$ cat src/hw/ovl_pkg.sv
// Constants, types and command codes for the output limit and margin block.
// Notes on behaviour
// - Upper limit lives at command 24h, a full unsigned 16-bit word, read and written.
// - The commanded target never rises above the stored upper limit.
// - While enabled, a target change above the limit raises the warning unless the DAC clamps.
// - A request above the limit ramps to it at the transition rate; a lowered limit clamps the target at once.
// - A violation sets none-of-above, the word voltage bit and the voltage max/min bit.
// - A violation notifies the host through the warning alert line.
// - Writing a limit below the present target gives the same full violation response.
// - The limit updates on the fly and restores its default from storage or pin detection.
// - Margin-high lives at command 25h, an unsigned 16-bit word, read and written.
// - Margin-high mode drives the target to margin-high plus trim.
// - Entering or changing a margin state ramps at the transition rate.
// - Margin-high plus trim is checked against the setpoint bounds, the limit included.
// - An invalid margin write is unsupported data: set the data bit and notify the host.
// - Margin-low lives at command 26h, an unsigned 16-bit word, read and written.
// - Margin-low mode drives the target to margin-low plus trim.
// - Out-of-range writes are refused with a NACK and logged as invalid data in 7Eh.
package ovl_pkg;

    // ------------------------------------------------------------------
    // Command codes
    // ------------------------------------------------------------------
    localparam logic [7:0] CMD_UPPER_LIMIT = 8'h24;
    localparam logic [7:0] CMD_MARGIN_HIGH = 8'h25;
    localparam logic [7:0] CMD_MARGIN_LOW  = 8'h26;
    localparam logic [7:0] CMD_STATUS_CML  = 8'h7e;

    // ------------------------------------------------------------------
    // Widths and reset values
    // ------------------------------------------------------------------
    localparam int          WORD_W     = 16;
    localparam logic [15:0] WORD_ZERO  = 16'h0000;
    localparam logic [15:0] WORD_ONES  = 16'hffff;
    localparam logic [7:0]  CML_ZERO   = 8'h00;

    // Bit of the communication-status byte that records invalid data.
    localparam int          CML_DATA_BIT = 6;

    // ------------------------------------------------------------------
    // Margin field of the operation command
    // ------------------------------------------------------------------
    typedef enum logic [1:0] {
        OVL_MARGIN_OFF  = 2'b00,
        OVL_MARGIN_IGN  = 2'b01,
        OVL_MARGIN_LOW  = 2'b10,
        OVL_MARGIN_HIGH = 2'b11
    } ovl_margin_t;

    // ------------------------------------------------------------------
    // Slew tick timing
    // ------------------------------------------------------------------
    localparam int CLK_PERIOD_NS = 100;
    localparam int SLEW_TICK_NS  = 1000;
    localparam int SLEW_TICK_CYC = (SLEW_TICK_NS + CLK_PERIOD_NS - 1) / CLK_PERIOD_NS;
    localparam int TICK_CNT_W    = 8;

    // ------------------------------------------------------------------
    // Carriers
    // ------------------------------------------------------------------
    // One decoded word transaction from the serial front end.
    typedef struct packed {
        logic        wr;
        logic        rd;
        logic [7:0]  code;
        logic [15:0] data;
    } ovl_req_t;

    // Answer to that transaction.
    typedef struct packed {
        logic        ack;
        logic        nack;
        logic [15:0] rdata;
    } ovl_rsp_t;

    // Warning and communication status bits this block owns.
    typedef struct packed {
        logic none_above;
        logic word_vout;
        logic vout_maxmin;
        logic cml_data;
    } ovl_status_t;

    // Working values that feed the target computation.
    typedef struct packed {
        logic [15:0] setpoint;
        logic [15:0] trim;
        logic [15:0] dac_max;
        logic [15:0] slew_step;
    } ovl_loop_t;

endpackage : ovl_pkg

$ cat src/hw/ovl_limit_margin.sv
// Upper-limit and margin command registers with clamp, ramp and warning logic.
`timescale 1ns/10ps
module ovl_limit_margin #(
    parameter int TICK_CYC = ovl_pkg::SLEW_TICK_CYC
) (
    input  wire logic                 clk,
    input  wire logic                 sys_rst,
    input  wire ovl_pkg::ovl_req_t    req,
    output ovl_pkg::ovl_rsp_t         rsp,
    input  wire logic                 conv_en,
    input  wire ovl_pkg::ovl_margin_t margin_field,
    input  wire ovl_pkg::ovl_loop_t   loop,
    input  wire logic [15:0]          dflt_limit,
    input  wire logic [15:0]          dflt_margin_high,
    input  wire logic [15:0]          dflt_margin_low,
    input  wire logic                 restore,
    input  wire logic                 clear_status,
    output logic [15:0]               vout_target,
    output ovl_pkg::ovl_status_t      status,
    output logic [7:0]                status_cml,
    output logic                      alert_n
);

    // ------------------------------------------------------------------
    // Helpers
    // ------------------------------------------------------------------

    // Adds a signed offset to an unsigned base and saturates at both ends, so
    // a negative trim cannot wrap a small setpoint into a huge one.
    function automatic logic [15:0] add_trim(input logic [15:0] base, input logic [15:0] trim);
        logic signed [17:0] sum;
        sum = $signed({2'b00, base}) + $signed({{2{trim[15]}}, trim});
        if (sum < 0) begin
            add_trim = ovl_pkg::WORD_ZERO;
        end else if (sum > $signed({2'b00, ovl_pkg::WORD_ONES})) begin
            add_trim = ovl_pkg::WORD_ONES;
        end else begin
            add_trim = sum[15:0];
        end
    endfunction : add_trim

    // Smaller of two words.
    function automatic logic [15:0] min16(input logic [15:0] a, input logic [15:0] b);
        min16 = (a < b) ? a : b;
    endfunction : min16

    // ------------------------------------------------------------------
    // Storage
    // ------------------------------------------------------------------
    logic [15:0] upper_limit;
    logic [15:0] margin_high;
    logic [15:0] margin_low;

    // ------------------------------------------------------------------
    // Write decode
    // ------------------------------------------------------------------
    logic        wr_limit;
    logic        wr_mhigh;
    logic        wr_mlow;
    logic        wr_known;
    logic        mhigh_bad;
    logic        mlow_bad;
    logic        wr_refused;
    logic [15:0] new_mhigh_total;
    logic [15:0] new_mlow_total;

    assign wr_limit = req.wr && req.code == ovl_pkg::CMD_UPPER_LIMIT;
    assign wr_mhigh = req.wr && req.code == ovl_pkg::CMD_MARGIN_HIGH;
    assign wr_mlow  = req.wr && req.code == ovl_pkg::CMD_MARGIN_LOW;
    assign wr_known = wr_limit || wr_mhigh || wr_mlow;

    // Margin values are checked with trim folded in, against the same
    // ceiling the setpoint obeys.
    assign new_mhigh_total = add_trim(req.data, loop.trim);
    assign new_mlow_total  = add_trim(req.data, loop.trim);
    assign mhigh_bad  = wr_mhigh && new_mhigh_total > upper_limit;
    assign mlow_bad   = wr_mlow && new_mlow_total > upper_limit;
    assign wr_refused = mhigh_bad || mlow_bad;

    // ------------------------------------------------------------------
    // Upper limit register
    // ------------------------------------------------------------------
    // Takes effect in the cycle after the write with no phasing; the default
    // is reloaded from the storage or strap value on reset and restore.
    always_ff @(posedge clk) begin
        if (sys_rst || restore) begin
            upper_limit <= dflt_limit;
        end else if (wr_limit) begin
            upper_limit <= req.data;
        end
    end

    // ------------------------------------------------------------------
    // Margin registers
    // ------------------------------------------------------------------
    // A refused value is never stored; the old target stays in force.
    always_ff @(posedge clk) begin
        if (sys_rst || restore) begin
            margin_high <= dflt_margin_high;
        end else if (wr_mhigh && !mhigh_bad) begin
            margin_high <= req.data;
        end
    end

    always_ff @(posedge clk) begin
        if (sys_rst || restore) begin
            margin_low <= dflt_margin_low;
        end else if (wr_mlow && !mlow_bad) begin
            margin_low <= req.data;
        end
    end

    // ------------------------------------------------------------------
    // Read path and answer
    // ------------------------------------------------------------------
    logic        rd_known;
    logic [15:0] rd_word;

    always_comb begin
        rd_known = 1'b1;
        case (req.code)
            ovl_pkg::CMD_UPPER_LIMIT: rd_word = upper_limit;
            ovl_pkg::CMD_MARGIN_HIGH: rd_word = margin_high;
            ovl_pkg::CMD_MARGIN_LOW:  rd_word = margin_low;
            ovl_pkg::CMD_STATUS_CML:  rd_word = {8'h00, status_cml};
            default: begin
                rd_word  = ovl_pkg::WORD_ZERO;
                rd_known = 1'b0;
            end
        endcase
    end

    // One-cycle answer the cycle after the request.  Unknown codes are
    // refused too, so the front end never stretches a clock for them.
    always_ff @(posedge clk) begin
        if (sys_rst) begin
            rsp <= '0;
        end else begin
            rsp.ack   <= (req.wr && wr_known && !wr_refused) || (req.rd && rd_known);
            rsp.nack  <= (req.wr && !wr_known) || wr_refused || (req.rd && !rd_known);
            rsp.rdata <= (req.rd && rd_known) ? rd_word : ovl_pkg::WORD_ZERO;
        end
    end

    // ------------------------------------------------------------------
    // Target selection
    // ------------------------------------------------------------------
    logic [15:0] raw_request;
    logic [15:0] dac_request;
    logic [15:0] goal;
    logic        viol_now;

    // Margin modes pick their own base; every other value of the field, and
    // leaving margin, returns to the setpoint, all with trim added.
    always_comb begin
        case (margin_field)
            ovl_pkg::OVL_MARGIN_HIGH: raw_request = add_trim(margin_high, loop.trim);
            ovl_pkg::OVL_MARGIN_LOW:  raw_request = add_trim(margin_low, loop.trim);
            default:                  raw_request = add_trim(loop.setpoint, loop.trim);
        endcase
    end

    // When the DAC range already sits below the limit, the DAC clamps first
    // and no warning is owed.
    assign dac_request = min16(raw_request, loop.dac_max);
    assign goal        = min16(dac_request, upper_limit);
    assign viol_now    = conv_en && dac_request > upper_limit;

    // ------------------------------------------------------------------
    // Change detection
    // ------------------------------------------------------------------
    // A violation is an event: it fires when the request or the limit moves
    // into a violating pair, not on every cycle that the pair stays put.
    logic [15:0] req_prev;
    logic [15:0] limit_prev;
    logic        viol_event;

    always_ff @(posedge clk) begin
        if (sys_rst) begin
            req_prev   <= ovl_pkg::WORD_ZERO;
            limit_prev <= ovl_pkg::WORD_ZERO;
        end else begin
            req_prev   <= dac_request;
            limit_prev <= upper_limit;
        end
    end

    // A lowered limit counts the same as a raised request.
    assign viol_event = viol_now &&
                        (dac_request != req_prev || upper_limit != limit_prev);

    // ------------------------------------------------------------------
    // Slew tick divider
    // ------------------------------------------------------------------
    logic [ovl_pkg::TICK_CNT_W-1:0] tick_cnt;
    logic                           slew_tick;
    localparam logic [ovl_pkg::TICK_CNT_W-1:0] TICK_LAST = ovl_pkg::TICK_CNT_W'(TICK_CYC - 1);

    always_ff @(posedge clk) begin
        if (sys_rst) begin
            tick_cnt  <= '0;
            slew_tick <= 1'b0;
        end else if (tick_cnt == TICK_LAST) begin
            tick_cnt  <= '0;
            slew_tick <= 1'b1;
        end else begin
            tick_cnt  <= tick_cnt + 1'b1;
            slew_tick <= 1'b0;
        end
    end

    // ------------------------------------------------------------------
    // Ramp
    // ------------------------------------------------------------------
    // The step is the transition rate expressed in codes per tick, so request
    // moves and margin entries use the same slope; a lowered limit is met at once.
    ovl_slew #(
        .W       (ovl_pkg::WORD_W)
    ) u_slew (
        .clk     (clk),
        .sys_rst (sys_rst),
        .tick    (slew_tick),
        .goal    (goal),
        .step    (loop.slew_step),
        .limit   (upper_limit),
        .level   (vout_target),
        .settled ()
    );

    // ------------------------------------------------------------------
    // Status bits
    // ------------------------------------------------------------------
    // Sticky until cleared; an event in the clearing cycle still lands.
    always_ff @(posedge clk) begin
        if (sys_rst) begin
            status.none_above  <= 1'b0;
            status.word_vout   <= 1'b0;
            status.vout_maxmin <= 1'b0;
        end else if (viol_event) begin
            status.none_above  <= 1'b1;
            status.word_vout   <= 1'b1;
            status.vout_maxmin <= 1'b1;
        end else if (clear_status) begin
            status.none_above  <= 1'b0;
            status.word_vout   <= 1'b0;
            status.vout_maxmin <= 1'b0;
        end
        // The invalid data bit lives in the same register, so that the
        // status word keeps a single driving process.
        if (sys_rst) begin
            status.cml_data <= 1'b0;
        end else if (wr_refused) begin
            status.cml_data <= 1'b1;
        end else if (clear_status) begin
            status.cml_data <= 1'b0;
        end
    end

    always_ff @(posedge clk) begin
        if (sys_rst) begin
            status_cml <= ovl_pkg::CML_ZERO;
        end else if (wr_refused) begin
            status_cml[ovl_pkg::CML_DATA_BIT] <= 1'b1;
        end else if (clear_status) begin
            status_cml <= ovl_pkg::CML_ZERO;
        end
    end

    // ------------------------------------------------------------------
    // Host alert
    // ------------------------------------------------------------------
    // Active-low alert held while any owned status bit stands; it follows
    // the event in the same cycle the bit is set.
    always_ff @(posedge clk) begin
        if (sys_rst) begin
            alert_n <= 1'b1;
        end else if (viol_event || wr_refused) begin
            alert_n <= 1'b0;
        end else if (clear_status) begin
            alert_n <= 1'b1;
        end
    end

endmodule : ovl_limit_margin

$ cat src/hw/ovl_slew.sv
// Slew limiter that walks the output target toward its goal in fixed steps.
`timescale 1ns/10ps
module ovl_slew #(
    parameter int W = 16
) (
    input  wire logic         clk,
    input  wire logic         sys_rst,
    input  wire logic         tick,
    input  wire logic [W-1:0] goal,
    input  wire logic [W-1:0] step,
    input  wire logic [W-1:0] limit,
    output logic      [W-1:0] level,
    output logic              settled
);

    logic [W-1:0] diff_up;
    logic [W-1:0] diff_dn;

    assign diff_up = goal - level;
    assign diff_dn = level - goal;

    // Move one step per tick; a step of zero still lands on the goal so a
    // misprogrammed rate cannot leave the output stuck.
    always_ff @(posedge clk) begin
        if (sys_rst) begin
            level <= ovl_pkg::WORD_ZERO;
        end else if (level > limit) begin
            level <= limit;
        end else if (tick && level != goal) begin
            if (goal > level) begin
                level <= (step == ovl_pkg::WORD_ZERO || diff_up <= step) ? goal : level + step;
            end else begin
                level <= (step == ovl_pkg::WORD_ZERO || diff_dn <= step) ? goal : level - step;
            end
        end
    end

    // Settled flag for status readers.
    always_ff @(posedge clk) begin
        if (sys_rst) begin
            settled <= 1'b1;
        end else begin
            settled <= (level == goal);
        end
    end

endmodule : ovl_slew

$ cat config.mk
export PLATFORM = sky130hd
export DESIGN_NAME = ovl_limit_margin
export DESIGN_NICKNAME = d
export VERILOG_FILES = /design/src/hw/ovl_pkg.sv /design/src/hw/ovl_limit_margin.sv /design/src/hw/ovl_slew.sv
export SDC_FILE = /design/constraint.sdc
export NUM_CORES = 1
export LEC_CHECK = 0
export BUFFER_PORTS_ARGS = -buffer_cell sky130_fd_sc_hd__buf_2
export CORE_ASPECT_RATIO = 1.25
export CORE_MARGIN = 3
export CORE_UTILIZATION = 30
export CTS_CLUSTER_DIAMETER = 40
export CTS_CLUSTER_SIZE = 10
export DETAILED_ROUTE_END_ITERATION = 12
export PLACE_DENSITY_LB_ADDON = 0.1
export RECOVER_POWER = 50
export SETUP_SLACK_MARGIN = 0.02
export SYNTH_ARGS = -nofsm -noshare
export SYNTH_HDL_FRONTEND = slang
export SYNTH_HIERARCHICAL = 1
export SYNTH_SLANG_ARGS = --single-unit
$ cat constraint.sdc
create_clock -name clk -period 11.7 [get_ports clk]
set_input_delay 1.17 -clock clk [delete_from_list [all_inputs] [get_ports clk]]
set_output_delay 1.17 -clock clk [all_outputs]
set_load 0.02 [all_outputs]
Word level (Yosys, flattened, before mapping) --
Index checks and enable logic that the tools add are counted.
Storage, ports and cells: input port bits 145, register bits after elaboration 129, word-level logic and storage cells 128, output and inout port bits 47
Cells by class: reductions and logical operators 42, add/sub/neg operators 9, bitwise logic cells 1, muxes and demuxes 33, $lt $le $gt $ge 16, eq/ne operators 10
Operator list (count):
- two-way mux 16 bit | 21
- adder 17 x 16 -> 18 bit | 4
- greater-than comparator 18 x 17 -> 1 bit (second input constant) | 4
- < comparator 18 x 1 -> 1 bit (second input constant) | 4
- greater-than comparator 16 bit | 4
- case mux 16 bit (4 select lines) | 1
- inequality test 16 bit | 3
- subtractor 16 bit | 3
- <= comparator 16 bit | 2
- < comparator 16 bit | 2
- case mux 16 bit (2 select lines) | 1
- equality test 8 x 6 -> 1 bit (second input constant) | 3
- adder 16 bit | 1
- zero test 16 bit | 1
- logical AND 1 bit | 15
- nonzero test 2 bit | 7
- logical OR 1 bit | 11
- adder 8 x 1 -> 8 bit (second input constant) | 1
- equality test 8 x 4 -> 1 bit (second input constant) | 1
- equality test 8 x 7 -> 1 bit (second input constant) | 1
- two-way mux 1 bit | 7
- two-way mux 7 bit | 1
- two-way mux 3 bit | 2
- zero test 1 bit | 5
- 4 further kinds | 6

Logic depth before layout (Yosys ltp) --
Gate-level depths: netlist (run 1).
word-level depth 16, depth in mapped cells 59

Hierarchy --
Netlist (run 1), hierarchy kept.
By module, submodules not included:
- ovl_limit_margin | area an instance 10568.9 µm², times used 1, cells each 1308
- ovl_slew | area an instance 5232.5 µm², times used 1, cells each 719

Least setup slack after synthesis (run 1) --
OpenSTA, ideal clock, no wires.
kind input port to flip-flop, from input port loop[32] (netlist bit), to register u_slew.level[2], arrival time 11.996 ns, library setup time 0.117 ns, path buffers 4, slack -0.413 ns, stages on the path 55, path through ha_1 > inv_1 > fa_1 > and2b_1 > o2111ai_1 > and3_1 > o31a_4 > xnor2_4 > o2bb2ai_1 > a2111oi_1 > ha_1 > a21o_1 > a21o_1 > a21oi_1 > o21ai_0 > nand3_1 > nand2_1 > o31ai_2 > [19 not listed] > nor2b_1 > o21ai_0 > a21boi_0 > o21ai_0 > a211oi_1 > o31a_1 > or4b_2 > o211ai_1 > ha_1 > nand4_1 > or4_1 > a21o_1 > a31oi_1 > buf_2 > buf_2 > o21ai_0 > a221o_1 > a22o_1
On the way: cells in the longest elaborated chain, start to end 16, elaborated cells between the ends (all ways) 35, those cells by class add/sub: 5; order compare: 11; eq/ne: 1; mux: 14; reduce/logical: 4
RTL lines:
- start, declared | RTL line ovl_limit_margin.sv:12 | input wire ovl_pkg::ovl_loop_t loop,
- adder 17 x 16 -> 18 bit | RTL line ovl_limit_margin.sv:32 | sum = $signed({2'b00, base}) + $signed({{2{trim[15]}}, trim});
- greater-than comparator 18 x 17 -> 1 bit | RTL line ovl_limit_margin.sv:35 | end else if (sum > $signed({2'b00, ovl_pkg::WORD_ONES})) begin
- two-way mux 16 bit | RTL line ovl_limit_margin.sv:35
- two-way mux 16 bit | RTL line ovl_limit_margin.sv:33 | if (sum < 0) begin
- case mux 16 bit (2 select lines) (*) | RTL line ovl_limit_margin.sv:156 | case (margin_field)
- < comparator 16 bit | RTL line ovl_limit_margin.sv:44 | min16 = (a < b) ? a : b;
- two-way mux 16 bit (*) | RTL line ovl_limit_margin.sv:44
- via dac_request[1] | RTL line ovl_limit_margin.sv:149 | logic [15:0] dac_request;
- [2 not listed]
- via goal[1] | RTL line ovl_limit_margin.sv:150 | logic [15:0] goal;
- subtractor 16 bit (on tied branches) | RTL line ovl_slew.sv:20, ovl_slew.sv:19
- <= comparator 16 bit (on tied branches) | RTL line ovl_slew.sv:33, ovl_slew.sv:31
- logical OR 1 bit (on tied branches) | RTL line ovl_slew.sv:33, ovl_slew.sv:31
- two-way mux 16 bit (on tied branches) | RTL line ovl_slew.sv:33, ovl_slew.sv:31
- two-way mux 16 bit | RTL line ovl_slew.sv:30 | if (goal > level) begin
- two-way mux 16 bit | RTL line ovl_slew.sv:29 | end else if (tick && level != goal) begin
- two-way mux 16 bit | RTL line ovl_slew.sv:27 | end else if (level > limit) begin
- end signal, assigned | RTL line ovl_slew.sv:28 | level <= limit;
- end signal, assigned | RTL line ovl_slew.sv:31 | level <= (step == ovl_pkg::WORD_ZERO || diff_up <= step) ? goal : level + step;
- end signal, assigned | RTL line ovl_slew.sv:33 | level <= (step == ovl_pkg::WORD_ZERO || diff_dn <= step) ? goal : level - step;
- end, declared | RTL line ovl_slew.sv:12 | output logic [W-1:0] level,
Mark *: on every way through the listed nets, which the timed path passes. The rest lies on a longest branch. The select of a mux whose other input is x is not followed. A chain may end at the register's enable or synchronous reset.

Worst setup path after layout (run 1) --
from input port loop[32] (netlist bit), to register u_slew.level[11]
On the way: cells in the longest elaborated chain, start to end 16, elaborated cells between the ends (all ways) 35, those cells by class add/sub: 5; order compare: 11; eq/ne: 1; mux: 14; reduce/logical: 4
RTL lines (RTL line):
- adder 17 x 16 -> 18 bit | ovl_limit_margin.sv:32
- greater-than comparator 18 x 17 -> 1 bit | ovl_limit_margin.sv:35
- two-way mux 16 bit | ovl_limit_margin.sv:35
- two-way mux 16 bit | ovl_limit_margin.sv:33
- case mux 16 bit (2 select lines) (*) | ovl_limit_margin.sv:156
- < comparator 16 bit | ovl_limit_margin.sv:44
- two-way mux 16 bit (*) | ovl_limit_margin.sv:44
- via dac_request[1] | ovl_limit_margin.sv:149
- [2 not listed]
- via goal[0] | ovl_limit_margin.sv:150
- subtractor 16 bit (on tied branches) | ovl_slew.sv:20, ovl_slew.sv:19
- <= comparator 16 bit (on tied branches) | ovl_slew.sv:33, ovl_slew.sv:31
- logical OR 1 bit (on tied branches) | ovl_slew.sv:33, ovl_slew.sv:31
- two-way mux 16 bit (on tied branches) | ovl_slew.sv:33, ovl_slew.sv:31
- two-way mux 16 bit | ovl_slew.sv:30
- two-way mux 16 bit | ovl_slew.sv:29
- two-way mux 16 bit | ovl_slew.sv:27
Marks and branches as above.

==> impl_metrics.yaml, run 1 <==
synthesis:
  avgSynthCellArea_um2: 7.791
  netlist_instances: 2025
  yosysWarnings: 6
  synthesis.area_mm2: 0.01578
critical_path:
  crit_required_ps: 11990
  crit_top_cell: "o21a_1"
  cp.arrival_ps: 11770
  crit_slowest_cell: "or4_4"
  regToRegSetupSlack_ps: 690
  cp_num_buf_inv: 7
  r2r-start: "margin_low[0]"
  reg2reg_to: "u_slew/level[11]"
  worst-setup-path-type: "primary input to register"
  end_kind: "register"
  slowest_delay_ps: 460
  worstPathMaxFanout: 8
  rr_worst_depth: 54
  crit_family: "compound AO/OA/AOI/OAI gates"
  cp-start-kind: "primary input"
worst_hold_path:
  worstHoldStart: "tick_cnt[0]"
  min_to: "tick_cnt[0]"
  hold_depth: 1
  worstHoldPathType: "register to register"
layout:
  antenna-diode-count: 0
  areaGrowthSynthToFinish_pct: 38.87
  final_area_mm2: 0.02191
  drive_above_1_share: 0.3150
  finish.utilization: 0.4231
  final_cell_mix: "buf_4, nand2_1, ha_1, buf_2, nor2_1"
  final_nets: 2965
  final_common_cell: "buf_4"
drt:
  via_per_inst: 5.255
  drc: 0
  drt_pre_antenna_iters: 5
  drtAntennaViolNets: 0
  wl_per_cell_um: 21.18
  wl_mm: 69.16
  num_vias: 17158
  detailedRoute.firstIterationViolations: 786
timing:
  rsz0062_at_grt: "true"
  skew_ps: 18.92
  holdWs_ps: 489.9
  timing.final.crit_share: 0.9806
  min_period_ps: 11470
  tns_ps: 0
  max-slew-margin-rel: 0.2588
  worst_slew_pin_slew_ps: 1102
  setup_viol: 0
  fmax_ghz: 0.08716
  slew_viol_final: 0
  hold_viol: 0
floorplanning:
  die-area_mm2: 0.05540
  ios: 192
  core_area_mm2: 0.05178
  chipWidth_um: 211.1
  die_h_um: 262.4
  start_util: 0.3047
  num_rows: 93
clock_tree:
  clk_latency_ps: 440
  root_buffer: "clkbuf_16"
  clk_path_buf_depth: 2
  cts_num_sinks: 126
  cts_max_level: 4
  cts_tree: "built"
  cts_hold_buf: 0
  clk_pin_slew_ps: 70
  cts_buffers: 17
pwr:
  total_power_mw: 4.867
  irDropWorstVdd_mv: 0.1453
  power.density_mw_per_mm2: 222.1
  p_leak_nw: 10.45
global_routing:
  gr-total-overflow: 0
  grt_pass1_vias: 17444
  grt_max_degree: 49
  grt_pass1_wl_mm: 102.0
  grt_usage: 0.2400
  antenna_found_initial: 0
place:
  gp_congestion: 0.8872
  place_area_mm2: 0.02015
  dp_hpwl_mm: 59.10
  io_buffers: 184
run_status:
  status: "completed"
job:
  max_cap_violations: 0
## metal layers
layer	part of all wire	global-route usage	vias to the layer above
li1	-	-	8467
met1	0.39	0.2641	8148
met2	0.53	0.4581	423
met3	0.030	0.01994	120
met4	0.054	0.1152	0
met5	0	0	-
## timing repair
item | in CTS | in global routing
resized for setup | 39 | 164
endpoints found under the setup margin | 16 | 16
hold endpoints to repair | 0 | 0
pin swaps | 12 | 72
setup buffers | 7 | 27
gates cloned | 0 | 2
## how the worst max path moves through the flow
stage / start / endpoint / slack (ps) / cells after the start
floorplan: loop[32] / u_slew/level[2] / 60 / 54
global placement: loop[32] / u_slew/level[12] / -1340 / 54
detailed placement: loop[32] / u_slew/level[12] / -1410 / 54
CTS: loop[32] / u_slew/level[9] / -10 / 57
global route: loop[48] / u_slew/level[11] / -270 / 55
finish: loop[32] / u_slew/level[11] / 230 / 55
## per-stage QoR
stage | instances | worst slack (ps)
floorplan | 2031 | 57.75
global placement | 3197 | -1340
detailed placement | 3197 | -1414
CTS | 3236 | -14.71
global route | 3265 | -266.1
finish | 3265 | 226.4
## power by group
| part | switching [mW] | total, mW | internal (mW) |
|---|---|---|---|
| registers | 0.0536 | 0.554 | 0.500 |
| clock network | 0.248 | 0.557 | 0.309 |
| logic | 1.91 | 3.76 | 1.85 |
## sequential cells by signal, summed over array words and instances (netlist names)
register      flops
margin_high      16
rsp              18
alert_n           1
status            2
slew_tick         1
limit_prev       16
req_prev         16
margin_low       16
upper_limit      16
u_slew/level     16
tick_cnt          8
## cell type report
class                      instances  area (µm²)
fill                            5316       29870
multi-input combinational       1669       12550
timing repair buffer             613        4308
sequential                       126        3003
tap                              665       832.0
inverter                         160       603.1
clock buffer                      17       425.4
clock inverter                    15       186.4
No activity file was read; power rests on OpenSTA's default activity.
==> run 2: changes to the inputs <==
CORE_UTILIZATION = 55   (was 30)
REMOVE_ABC_BUFFERS = 1   (was unset)
==> run 2 against run 1 <==
Compared with the run above:
- the flow now finishes with violations (max-capacitance violations, max-slew violations)
- via count is 4.8% higher
- sequential power hardly changed
- combinational power down 14%
- wire length decreased by 9.2%
- cell area decreased by 6.3%
- clock-buffer cell count up 3
- clock skew is 6.2 ps lower
- worst hold slack improved by 4.1 ps
- sequential share of layout area is 0.92 points higher
- global-route usage increased by 16 points
- clock power fell by 6.3%
- critical path type unchanged
- largest cell class unchanged
==> impl_metrics.yaml, run 2 (synthesized netlist as in run 1, its figures left out) <==
layout:
  largest-register: "rsp"
  areaGrowthSynthToFinish_pct: 30.14
  multi_input_comb_area_mm2: 0.01219
  final_cell_mix: "buf_4, nand2_1, ha_1, inv_1"
  final_area_mm2: 0.02053
  finish.utilization: 0.7358
  drive_above_1_share: 0.2658
  final_nets: 2912
  largest_register_ffs: 18
  fill_cells: 2261
  regArea_mm2: 0.003003
  final_common_cell: "buf_4"
timing:
  rsz0062_at_grt: "true"
  timing.final.crit_share: 0.9774
  min_period_ps: 11440
  fin_ws_ps: 264.4
  slew_viol_final: 49
  setup_viol: 0
  max-slew-margin-rel: -0.7015
  worst_slew_pin_slew_ps: 2552
  hold_viol: 0
  skew_ps: 12.74
  fmax_ghz: 0.08745
clock_tree:
  clk_path_buf_depth: 2
  root_buffer: "clkbuf_16"
  cts_buffers: 17
  clk_pin_slew_ps: 60
  cts_tree: "built"
  cts_num_sinks: 126
  clk_latency_ps: 440
  cts_max_level: 4
critical_path:
  regToRegSetupSlack_ps: 830
  crit_top_cell: "o21a_1"
  cp-start-kind: "primary input"
  worstPathMaxFanout: 7
  cp.arrival_ps: 11750
  worst-setup-path-type: "primary input to register"
  end_kind: "register"
  crit_slowest_cell: "or4_4"
  crit_required_ps: 12020
  reg2reg_to: "u_slew/level[12]"
  slowest_delay_ps: 530
  rr_worst_depth: 54
  r2r-start: "margin_high[10]"
pwr:
  irDropWorstVdd_mv: 0.1481
  power.density_mw_per_mm2: 210.7
  total_power_mw: 4.326
  p_leak_nw: 9.877
floorplanning:
  core_area_mm2: 0.02791
  chipWidth_um: 157.5
  die_h_um: 195.4
  die-area_mm2: 0.03077
  ios: 192
  start_util: 0.5654
  num_rows: 68
run_status:
  status: "finished with violations"
  violations: "max-capacitance violations, max-slew violations"
worst_hold_path:
  hold_depth: 1
  min_to: "tick_cnt[0]"
  worstHoldStart: "tick_cnt[0]"
  worstHoldPathType: "register to register"
global_routing:
  gr-total-overflow: 0
  grt_max_degree: 49
  grt_pass1_vias: 17691
  grt_pass1_wl_mm: 94.21
  grt_usage: 0.3958
  antenna_found_initial: 2
place:
  dp_hpwl_mm: 51.71
  dpl_worst_slack_ps: -704.3
  gp_congestion: 1.050
  place_area_mm2: 0.01938
  io_buffers: 184
drt:
  num_vias: 17983
  drtAntennaViolNets: 0
  detailedRoute.firstIterationViolations: 1351
  drt_pre_antenna_iters: 6
  drc: 0
  wl_mm: 62.78
  via_per_inst: 6.203
  wl_per_cell_um: 21.65
job:
  max_cap_violations: 1
## run 2: cell types whose count changed in the layout (fill, tap and decap cells not counted), moves of 6 or more
| cell | delta |
|---|---|
| o21ai_0 | +8 |
| buf_4 | -43 |
| nand2_1 | +6 |
| buf_2 | -38 |
| clkbuf_1 | +43 |
| a21oi_1 | +6 |
| inv_8 | -8 |
## run 2: repair_timing
action,CTS,global route
buffers inserted,5,20
pin swaps,7,53
hold endpoints to repair,0,0
endpoints found under the setup margin,16,16
gates cloned,0,0
hold buffers,0,0
gates resized for setup,23,92
## run 2: report_power, final
| part | switching (mW) | total (mW) | internal, mW |
|---|---|---|---|
| registers | 0.0527 | 0.554 | 0.501 |
| clock network | 0.216 | 0.522 | 0.306 |
| logic | 1.75 | 3.25 | 1.50 |
| total | 2.02 | 4.33 | 2.31 |
## run 2: worst max path at each step
stage / startpoint / endpoint / depth (start not counted)
after floorplan: loop[32] / u_slew/level[4] / 50
after global placement: loop[32] / u_slew/level[4] / 54
after detailed placement: loop[32] / u_slew/level[4] / 56
after CTS: loop[32] / u_slew/level[11] / 58
after global routing: loop[32] / u_slew/level[11] / 57
final: loop[32] / u_slew/level[12] / 55
## run 2: critical path: cells and delay by family
family | cells | cell delay [ps]
adders and majority gates | 7 | 1890
muxes | 2 | 480
AOI/OAI and AO/OA | 29 | 4800
xor gates and xnor gates | 1 | 90
buffers and inverters | 7 | 910
and+or+nand+nor | 9 | 2390
## run 2: per-layer routing
layer / wire [µm] / GRT usage / vias up
met5: 0 / 0 / -
met4: 7296 / 0.3691 / 0
met3: 4221 / 0.07360 / 339
met2: 30400 / 0.6879 / 974
met1: 20860 / 0.3877 / 8297
li1: - / - / 8373
## run 2: per-stage QoR
stage | setup TNS [ps] | cells | hold slack (ps)
2_1_floorplan | -33280 | 1955 | 452.9
3_3_place_gp | -7138 | 2840 | 476.9
3_5_place_dp | -9820 | 2840 | 485.3
4_1_cts | 0 | 2877 | 500.4
5_1_grt | -1262 | 2897 | 545.2
6_report | 0 | 2899 | 494.0
## run 2: final cells by class
cell class / instances / area share
multi-input cells: 1669 / 0.5937
diodes: 2 / 0.0002437
well taps: 350 / 0.02133
repair buffers: 560 / 0.1816
clock inverters: 12 / 0.005301
clock buffers: 20 / 0.02230
flip-flops and latches: 126 / 0.1462
inverters: 160 / 0.02925
